==> config.mk <==
export PLATFORM = sky130hd
export DESIGN_NAME = prc_rail_config_regs
export DESIGN_NICKNAME = d
export VERILOG_FILES = /design/src/pkg/prc_pkg.sv /design/src/hdl/prc_phase_timer.sv /design/src/hdl/prc_rail_config_regs.sv
export SDC_FILE = /design/constraint.sdc
export NUM_CORES = 1
export LEC_CHECK = 0
export BUFFER_PORTS_ARGS = -buffer_cell sky130_fd_sc_hd__buf_2
export CORE_MARGIN = 1.5
export CORE_UTILIZATION = 60
export DETAILED_ROUTE_END_ITERATION = 6
export GPL_ROUTABILITY_DRIVEN = 0
export MAX_ROUTING_LAYER = met4
export PLACE_DENSITY = 0.8
export SYNTH_ARGS = -nofsm -noshare
export SYNTH_HDL_FRONTEND = slang
export SYNTH_SLANG_ARGS = --single-unit
==> constraint.sdc <==
create_clock -name mclk -period 3.55 [get_ports mclk]
set_clock_uncertainty 0.1 [all_clocks]
set_input_delay 0.1775 -clock mclk [delete_from_list [all_inputs] [get_ports mclk]]
set_output_delay 0.1775 -clock mclk [all_outputs]
set_load 0.02 [all_outputs]
==> src/pkg/prc_pkg.sv <==
/*
 * prc_pkg: command codes, field layouts, reset values, sequencer states and the
 * command carrier for the rail configuration bank.
 * assumes one 100 MHz core clock and a command port driven by the bus front end.
 */
// Notes on behaviour
// - pin, conduction, timing writes apply after store+reset
// - pin bit0: 0 soft-start input, 1 good output
// - soft-start mode: ignore ramp rate, enable 5uA source
// - good-output mode drives the rail's good status
// - four paged copies; sequencing policy unpaged
// - policy 0 waits previous good; 1 skips check
// - first start position never waits on good
// - order: stop bits 3:2, start bits 1:0
// - equal positions switch in the same step
// - conduction bit0: 1 continuous, 0 mixed
// - share flag bit1 read-only, master pages only
// - pairs 0/1, 2/3; sharing slave invalid, follows master
// - sharing slave runs 180 degrees from master
// - divisor bits 1:0 give divide 1,2,4,8
// - phase bits 6:2 delay in quarter-oscillator steps
package prc_pkg;
	// ==========================================
	// command codes
	localparam logic [7:0] CMD_PIN_FUNC = 8'hd3;
	localparam logic [7:0] CMD_SEQ_POLICY = 8'hd4;
	localparam logic [7:0] CMD_RAIL_ORDER = 8'hd5;
	localparam logic [7:0] CMD_CONDUCTION = 8'hd6;
	localparam logic [7:0] CMD_SWITCH_TIMING = 8'hd7;
	// ==========================================
	// field positions and widths
	localparam int PIN_SEL_BIT = 0;
	localparam int POLICY_BIT = 0;
	localparam int START_LSB = 0;
	localparam int STOP_LSB = 2;
	localparam int COND_CCM_BIT = 0;
	localparam int COND_SHARE_BIT = 1;
	localparam int DIV_LSB = 0;
	localparam int PHASE_LSB = 2;
	localparam int PHASE_W = 5;
	localparam int NUM_RAILS = 4;
	localparam logic [7:0] LAST_PAGE = 8'h03;
	// ==========================================
	// reset values
	localparam logic [7:0] PIN_RST = 8'h00;
	localparam logic [7:0] POLICY_RST = 8'h00;
	localparam logic [7:0] ORDER_RST = 8'h00;
	localparam logic [7:0] COND_RST = 8'h01;
	localparam logic [3:0][7:0] TIMING_RST = {8'h0c, 8'h04, 8'h08, 8'h00};
	// ==========================================
	// timing: fine phase step in core clocks, and half a period at divide 1
	localparam int FINE_DIV_DEF = 4;
	localparam logic [5:0] HALF_PERIOD_STEPS = 6'h02;

	// sequencer states, gray along idle-start-run-stop
	typedef enum logic [1:0] {
		SEQ_IDLE = 2'b00,
		SEQ_START = 2'b01,
		SEQ_RUN = 2'b11,
		SEQ_STOP = 2'b10
	} prc_seq_t;

	// one command request from the bus front end
	typedef struct packed {
		logic write;
		logic read;
		logic [7:0] code;
		logic [7:0] page;
		logic [7:0] data;
	} prc_cmd_t;
endpackage

==> src/hdl/prc_phase_timer.sv <==
/*
 * prc_phase_timer: one rail's switching period counter in fine phase steps.
 * assumes fineTick is a one-cycle enable at four times the oscillator rate.
 */
`timescale 1ns/1ps
module prc_phase_timer (
	input wire logic mclk,
	input wire logic srst,
	input wire logic fineTick,
	input wire logic [1:0] clkDiv,
	input wire logic [4:0] phase,
	output logic pwmStart
);
	import prc_pkg::*;
	// ==========================================
	// period counter
	logic [4:0] cnt_q; // fine steps inside one switching period
	logic [4:0] wrapAt; // last step of the period
	logic hit;

	// period is 4 << div fine steps, so divide 1,2,4,8 of the oscillator
	assign wrapAt = 5'((6'h04 << clkDiv) - 6'h01);
	// a phase past the period folds back into it
	assign hit = fineTick && (cnt_q == (phase & wrapAt));

	// count fine steps, wrap at the period end
	always_ff @(posedge mclk) begin
		if (srst) begin
			cnt_q <= 5'h00;
		end else if (fineTick) begin
			cnt_q <= (cnt_q >= wrapAt) ? 5'h00 : cnt_q + 5'h01;
		end
	end

	// registered start pulse so the output is glitch free
	always_ff @(posedge mclk) begin
		if (srst) begin
			pwmStart <= 1'b0;
		end else begin
			pwmStart <= hit;
		end
	end
endmodule // prc_phase_timer

==> src/hdl/prc_rail_config_regs.sv <==
/*
 * prc_rail_config_regs: paged rail configuration commands, nonvolatile image,
 * rail start/stop sequencer, pin function and per-rail phase timers.
 * assumes a front end that decodes bus transactions into cmdReq pulses and
 * an analog side that acts on the per-rail pin and mode outputs.
 */
`timescale 1ns/1ps
module prc_rail_config_regs #(
	parameter int FINE_DIV = prc_pkg::FINE_DIV_DEF
) (
	input wire logic mclk,
	input wire logic srst,
	input wire logic porRst,
	input wire prc_pkg::prc_cmd_t cmdReq,
	input wire logic nvStore,
	output logic [7:0] rdData,
	output logic rdValid,
	output logic cmdInvalid,
	input wire logic [1:0] shareDetect,
	input wire logic [3:0] powerGoodFlag,
	input wire logic seqStart,
	input wire logic seqStop,
	output logic [3:0] railEnable,
	output logic seqBusy,
	input wire logic [3:0] goodflagPinIn,
	output logic [3:0] goodflagPinOut,
	output logic [3:0] goodflagPinOe,
	output logic [3:0] softstartSourceEn,
	output logic [3:0] internalRampIgnore,
	output logic [3:0] continuousMode,
	output logic [3:0] pwmStart
);
	import prc_pkg::*;
	// ==========================================
	// storage
	logic [3:0] nvPin_q, nvCond_q; // nonvolatile image
	logic [3:0][6:0] nvTim_q;
	logic [3:0] wrPin_q, wrCond_q; // host-visible working copies
	logic [3:0][6:0] wrTim_q;
	logic [3:0] livePin_q, liveCond_q; // values steering hardware
	logic [3:0][6:0] liveTim_q;
	logic [3:0][3:0] order_q; // live ordering
	logic policy_q; // 1 skips good check
	prc_seq_t state_q;
	logic [2:0] step_q;
	logic [$clog2(FINE_DIV+1)-1:0] fineCnt_q;
	logic fineTick;

	// ==========================================
	// page decode
	logic [1:0] pg;
	logic paged, pageOk, isMaster, slaveShared, codeOk;
	assign pg = cmdReq.page[1:0];
	assign paged = cmdReq.code != CMD_SEQ_POLICY;
	assign isMaster = !pg[0];
	// sharing slave page refuses access
	assign slaveShared = pg[0] && shareDetect[pg[1]];
	assign pageOk = (cmdReq.page <= LAST_PAGE) && !slaveShared;
	assign codeOk = (cmdReq.code >= CMD_PIN_FUNC) && (cmdReq.code <= CMD_SWITCH_TIMING);
	logic accOk, wrOk;
	assign accOk = codeOk && (!paged || pageOk);
	assign wrOk = cmdReq.write && accOk;

	// ==========================================
	// nonvolatile image: only power-on resets it, store copies working values
	always_ff @(posedge mclk) begin
		if (porRst) begin
			nvPin_q <= {4{PIN_RST[PIN_SEL_BIT]}};
			nvCond_q <= {4{COND_RST[COND_CCM_BIT]}};
			for (int r = 0; r < NUM_RAILS; r++) begin
				nvTim_q[r] <= TIMING_RST[r][6:0];
			end
		end else if (nvStore) begin
			nvPin_q <= wrPin_q;
			nvCond_q <= wrCond_q;
			nvTim_q <= wrTim_q;
		end
	end

	// live copies load only at reset, so host writes never disturb running rails
	always_ff @(posedge mclk) begin
		if (srst || porRst) begin
			livePin_q <= porRst ? {4{PIN_RST[PIN_SEL_BIT]}} : nvPin_q;
			liveCond_q <= porRst ? {4{COND_RST[COND_CCM_BIT]}} : nvCond_q;
			for (int r = 0; r < NUM_RAILS; r++) begin
				liveTim_q[r] <= porRst ? TIMING_RST[r][6:0] : nvTim_q[r];
			end
		end
	end

	// working copies: reloaded at reset, written by host, unused bits dropped
	always_ff @(posedge mclk) begin
		if (porRst) begin
			wrPin_q <= {4{PIN_RST[PIN_SEL_BIT]}};
			wrCond_q <= {4{COND_RST[COND_CCM_BIT]}};
			for (int r = 0; r < NUM_RAILS; r++) begin
				wrTim_q[r] <= TIMING_RST[r][6:0];
			end
		end else if (srst) begin
			wrPin_q <= nvPin_q;
			wrCond_q <= nvCond_q;
			wrTim_q <= nvTim_q;
		end else if (wrOk) begin
			case (cmdReq.code)
				CMD_PIN_FUNC: begin
					wrPin_q[pg] <= cmdReq.data[PIN_SEL_BIT];
				end
				CMD_CONDUCTION: begin
					wrCond_q[pg] <= cmdReq.data[COND_CCM_BIT]; // share bit is read-only
				end
				CMD_SWITCH_TIMING: begin
					wrTim_q[pg] <= cmdReq.data[6:0];
				end
				default: begin
				end
			endcase
		end
	end

	// ordering and policy act at once; host keeps them still mid-sequence
	always_ff @(posedge mclk) begin
		if (srst || porRst) begin
			policy_q <= POLICY_RST[POLICY_BIT];
			for (int r = 0; r < NUM_RAILS; r++) begin
				order_q[r] <= ORDER_RST[3:0];
			end
		end else if (wrOk && cmdReq.code == CMD_SEQ_POLICY) begin
			policy_q <= cmdReq.data[POLICY_BIT]; // single unpaged copy
		end else if (wrOk && cmdReq.code == CMD_RAIL_ORDER) begin
			order_q[pg] <= cmdReq.data[3:0];
		end
	end

	// ==========================================
	// read path and refusal
	always_ff @(posedge mclk) begin
		if (srst || porRst) begin
			rdData <= 8'h00;
			rdValid <= 1'b0;
			cmdInvalid <= 1'b0;
		end else begin
			rdValid <= cmdReq.read && accOk;
			cmdInvalid <= (cmdReq.read || cmdReq.write) && !accOk;
			if (cmdReq.read) begin
				rdData <= 8'h00; // unused bits and refused reads give zero
				if (accOk) begin
					case (cmdReq.code)
						CMD_PIN_FUNC: begin
							rdData <= {7'h00, wrPin_q[pg]};
						end
						CMD_SEQ_POLICY: begin
							rdData <= {7'h00, policy_q};
						end
						CMD_RAIL_ORDER: begin
							rdData <= {4'h0, order_q[pg]};
						end
						CMD_CONDUCTION: begin
							// share flag only seen from the master page
							rdData <= {6'h00, isMaster && shareDetect[pg[1]], wrCond_q[pg]};
						end
						CMD_SWITCH_TIMING: begin
							rdData <= {1'b0, wrTim_q[pg]};
						end
						default: begin
							rdData <= 8'h00;
						end
					endcase
				end
			end
		end
	end

	// ==========================================
	// effective per-rail settings: a sharing slave copies its master, with its phase moved by half a period
	logic [3:0] effPin, effCond;
	logic [3:0][3:0] effOrder;
	logic [3:0][6:0] effTim;
	always_comb begin
		for (int r = 0; r < NUM_RAILS; r++) begin
			effPin[r] = livePin_q[r];
			effCond[r] = liveCond_q[r];
			effOrder[r] = order_q[r];
			effTim[r] = liveTim_q[r];
			if (r[0] && shareDetect[r / 2]) begin
				effPin[r] = livePin_q[r - 1];
				effCond[r] = liveCond_q[r - 1];
				effOrder[r] = order_q[r - 1];
				effTim[r][1:0] = liveTim_q[r - 1][1:0];
				// half period is 2 << div fine steps, wrapped to the period
				effTim[r][6:2] = 5'((6'(liveTim_q[r - 1][6:2]) + (HALF_PERIOD_STEPS << liveTim_q[r - 1][1:0]))
					& ((6'h04 << liveTim_q[r - 1][1:0]) - 6'h01));
			end
		end
	end

	// ==========================================
	// pin function and conduction outputs
	always_comb begin
		for (int r = 0; r < NUM_RAILS; r++) begin
			goodflagPinOe[r] = effPin[r];
			goodflagPinOut[r] = powerGoodFlag[r];
			softstartSourceEn[r] = !effPin[r]; // 5uA source on
			internalRampIgnore[r] = !effPin[r];
			continuousMode[r] = effCond[r];
		end
	end

	// ==========================================
	// sequencer
	logic stepGood; // every rail placed before this step is good
	logic [3:0] startHere, stopHere;
	always_comb begin
		stepGood = 1'b1;
		for (int r = 0; r < NUM_RAILS; r++) begin
			startHere[r] = {1'b0, effOrder[r][START_LSB +: 2]} == step_q;
			stopHere[r] = {1'b0, effOrder[r][STOP_LSB +: 2]} == step_q;
			if ({1'b0, effOrder[r][START_LSB +: 2]} < step_q && !goodflagPinIn[r] && !powerGoodFlag[r]) begin
				stepGood = 1'b0;
			end
		end
	end
	logic startGo;
	// first position has no predecessor; policy 1 skips the check
	assign startGo = (step_q == 3'h0) || policy_q || stepGood;

	// one position per step; start steps wait, stop steps take one cycle each
	always_ff @(posedge mclk) begin
		if (srst || porRst) begin
			state_q <= SEQ_IDLE;
			step_q <= 3'h0;
			railEnable <= 4'h0;
		end else begin
			case (state_q)
				SEQ_IDLE: begin
					step_q <= 3'h0;
					if (seqStart) begin
						state_q <= SEQ_START;
					end else if (seqStop) begin
						state_q <= SEQ_STOP;
					end
				end
				SEQ_START: begin
					if (seqStop) begin
						// abort an unfinished start into a stop
						state_q <= SEQ_STOP;
						step_q <= 3'h0;
					end else if (startGo) begin
						railEnable <= railEnable | startHere;
						step_q <= step_q + 3'h1;
						if (step_q == 3'h3) begin
							state_q <= SEQ_RUN;
						end
					end
				end
				SEQ_RUN: begin
					step_q <= 3'h0;
					if (seqStop) begin
						state_q <= SEQ_STOP;
					end
				end
				SEQ_STOP: begin
					railEnable <= railEnable & ~stopHere;
					step_q <= step_q + 3'h1;
					if (step_q == 3'h3) begin
						state_q <= SEQ_IDLE;
					end
				end
				default: begin
					state_q <= SEQ_IDLE;
				end
			endcase
		end
	end
	assign seqBusy = (state_q == SEQ_START) || (state_q == SEQ_STOP);

	// ==========================================
	// fine phase step enable, a quarter oscillator period
	always_ff @(posedge mclk) begin
		if (srst || porRst) begin
			fineCnt_q <= '0;
		end else begin
			fineCnt_q <= fineTick ? '0 : fineCnt_q + ($clog2(FINE_DIV+1))'(1);
		end
	end
	assign fineTick = fineCnt_q == ($clog2(FINE_DIV+1))'(FINE_DIV - 1);

	// one period timer per rail
	for (genvar g = 0; g < NUM_RAILS; g++) begin : gRail
		prc_phase_timer uTimer (
			.mclk(mclk),
			.srst(srst || porRst),
			.fineTick(fineTick),
			.clkDiv(effTim[g][DIV_LSB +: 2]),
			.phase(effTim[g][PHASE_LSB - 2 + 2 +: PHASE_W - 0] >> 0),
			.pwmStart(pwmStart[g])
		);
	end
endmodule // prc_rail_config_regs

==> results.md <==
## Worst setup path
* **arrival time at the worst endpoint** 3080 ps
* **crit-path max cell delay** 580 ps
* **flop2flop setup slack** 750 ps
* **Reg2Reg Capture Point** state_q[1]
* **critical path launch point type** register
* **number of cell instances on the worst register-to-register path** 8
* **critical path, cell by cell** inv_1 > ha_1 > nor3b_1 > a2111oi_1 > o41ai_2 > buf_4 > a2111oi_0 > a31o_1
* **capturing element type of the critical path** register
* **Crit Path Max Fanout** 10
* **RR Startpoint** step_q[1]
* **class of the most critical setup path** reg2reg
* **data required time at the worst endpoint** 3830 ps
* **cell type of the slowest stage on the worst timing path** sky130_fd_sc_hd__a2111oi_1

## Logic synthesis
* **share of the synthesized area in the top cell type** 29.3%
* **ranking of synthesized cells by area** sky130_fd_sc_hd__dfxtp_1 29%, sky130_fd_sc_hd__edfxtp_1 12%, sky130_fd_sc_hd__mux2i_1 7.9%
* **net count of the mapped netlist** 1,011
* **area of the mapped netlist** 9170 sq um
* **synth unique cells** 77
* **primary flip-flop cell chosen by synthesis mapping** sky130_fd_sc_hd__dfxtp_1
* **Yosys Warn Count** 0
* **number of instances in the synthesized netlist** 927
* **sequential element share of the synthesized area** 41.1%
* **number of synthesized register bits** 170
* **number of synthesized flops with an enable pin** 36
* **cell accounting for the most synthesized area** sky130_fd_sc_hd__dfxtp_1
* **top cell types by occurrence after synthesis** 134 x sky130_fd_sc_hd__dfxtp_1, 102 x sky130_fd_sc_hd__nor2_1, 72 x sky130_fd_sc_hd__mux2i_1, 47 x sky130_fd_sc_hd__a21oi_1, 47 x sky130_fd_sc_hd__nor2b_1
* **fraction of synthesis flops using an asynchronous set or reset pin** 0%
* **mean cell area of the mapped netlist** 9.89 sq um
* **most repeated cell in the gate-level netlist after synthesis** sky130_fd_sc_hd__dfxtp_1

## Global routing
* **antenna violations before repair** 0
* **number of global-route vias before repair** 6,762
* **pin count of the biggest net entering global routing** 85
* **total global routing track utilization** 28.1%
* **grt ovf** 0
* **wire length of the first global-routing pass** 34,600 um

## Die
* **die span in y** 127 um
* **Row Count** 44
* **initial standard-cell utilization of the core** 62.4%
* **I/O Pins** 81
* **width of the die** 127 um
* **die area** 16,000 sq um
* **area of the placeable core** 14,700 sq um

## Run
* **MaxCap Viol Count** 0

## Clock network
* **Resize count post-CTS** 0
* **buffer depth of the longest clock path** 2
* **clock root cell** sky130_fd_sc_hd__clkbuf_16
* **number of sinks on the clock net** 170
* **H-tree depth** 4
* **number of buffers inserted during clock tree synthesis** 17
* **Clock Latency Late Sink** 430 ps
* **setup fix buffers added after clock tree synthesis** 0
* **clk slew on worst S/H paths** 70 ps
* **hold-fix buffer count after cts** 6
* **TritonCTS clock tree** yes

## Timing
* **final slew viol count** 0
* **Final Hold Vio Count** 0
* **final setup slack of the worst path** 749 ps
* **final setup vio count** 0
* **Fmax achieved** 0.357 GHz
* **RSZ-0062 raised after global routing** false
* **setup tns final** 0 ps
* **final period utilization** 78.9%
* **worst relative slew slack** 43.3%
* **transition at the pin with the smallest max-transition slack** 851 ps
* **minimum clock period after layout** 2800 ps
* **worst hold slack after final layout** 21.4 ps

## Layout
* **multi-input combinational cell area** 4840 sq um
* **count of placed standard cells in the final layout, fillers left out** 1,165
* **fraction of final layout cells sized beyond drive strength 1** 18.9%
* **antenna diode count** 0
* **Area Growth Syn to Fin** 9.72%
* **Final Util** 68.4%
* **final-layout fill cell count** 1,142
* **sequential cell area** 3760 sq um
* **Final nets** 1,052

## Placed design
* **quantity of I/O buffers inserted on ports** 78
* **Placed Cells** 1,127
* **Detailed Place HPWL** 14,900 um
* **Worst Setup Slack post-DPL** 791 ps

## Min path
* **worst hold endpoint** wrTim_q[26]
* **worst hold-check path type** in2reg
* **number of cells on the worst hold path** 3
* **critical hold path startpoint** cmdReq[5]

## Power and ir drop
* **LEAKAGE** 0.00423 uW
* **total power per unit cell area** 429 nW/um^2
* **peak supply drop** 0.000333 V

## Drt
* **final routed DRC violation total** 0
* **number of nets with antenna violations after detailed routing** 0
* **TritonRoute pass-1 iters** 5
* **drt total wl** 21,200 um
* **routed wire length per instance** 18.2 um
* **vias** 7,041
* **vias per std cell** 6.04
* **DRC violation total after the first TritonRoute iteration** 677

## Status
* **status** finished, final reports clean

## power breakdown
group          internal [uW]  switching, uW  leakage (uW)
Combinational            169            255       0.00248
Clock                    951            845      0.000284
Sequential              2040           56.8       0.00147
## cells by family (layout without fill, tap and decap cells)
group	Yosys count	count (layout)	synth area share, %
flip-flops	170	170	41.1
XOR/XNOR	40	40	3.82
multiplexers	92	92	11.9
adder cells (fa/ha/maj)	42	42	5.90
buffers and inverters	106	160	6.18
AO/OA/AOI/OAI	177	177	14.2
AND/OR/NAND/NOR	299	299	16.9
other	1	1	0.0409
## flip-flops by register name, summed over array words and instances (netlist names)
signal and count:
gRail.uTimer.cnt_q 20, nvCond_q 4, rdData 7, gRail.uTimer.pwmStart 4, livePin_q 4, effTim 14, nvTim_q 28, state_q 2
cmdInvalid 1, liveCond_q 4, policy_q 1, order_q 8, wrPin_q 4, rdValid 1, railEnable 4, fineCnt_q 3
effOrder 8, nvPin_q 4, wrTim_q 28, liveTim_q 14, wrCond_q 4, step_q 3
## area by class of cell
class	instances	share of cell area, %
Tap cell	184	2.29
Clock buffer	19	4.40
Multi-Input combinational cell	651	48.1
Sequential cell	170	37.4
Inverter	34	1.27
Clock inverter	13	1.26
Timing Repair Buffer	94	5.25
## worst max-delay path, delay by kind of cell, from the launching register on
kind	cells	cell delay (ps)
and+or+nand+nor	1	140
DFF	1	500
AOI/OAI and AO/OA	4	1260
adders and majority gates	1	340
buffers and inverters	2	410
## worst max-delay path by stage
stage | end | cells past startpoint | slack (ps) | startpoint
6_report | state_q[1] | 8 | 750 | step_q[1]
3_3_place_gp | state_q[1] | 8 | 830 | step_q[1]
3_5_place_dp | state_q[1] | 8 | 790 | step_q[1]
5_1_grt | state_q[1] | 8 | 470 | step_q[1]
2_1_floorplan | state_q[1] | 9 | 590 | shareDetect[1]
4_1_cts | state_q[1] | 8 | 760 | step_q[1]
## through the flow
| stage | cell area (sq um) | total power [uW] |
|---|---|---|
| 3_5_place_dp | 9430 | 2550 |
| 6_report | 10100 | 4310 |
| 3_3_place_gp | 9430 | 2540 |
| 2_1_floorplan | 9170 | 2440 |
| 4_1_cts | 10100 | 4330 |
| 5_1_grt | 10100 | 4450 |
## cells in the final DEF, fill, tap and decap left out, drive strengths merged, types with 36 or more instances in the layout
master    n
a21oi    47
dfxtp   134
edfxtp   36
ha       40
nor2    106
buf      88
mux2i    72
nor2b    47
inv      44
nand2    44
## metal layers
metal  global-route usage, %  vias to the layer above  part of all wire (%)  wire, um
li1                        -                     3409                     -         -
met1                    37.6                     3388                    46      9670
met2                    42.9                      201                    46      9750
met3                    5.53                       43                   5.6      1180
met4                    9.67                        0                   2.6       555
met5                       -                        -                     0         0
Note: power is estimated with default switching activity, not from simulation.
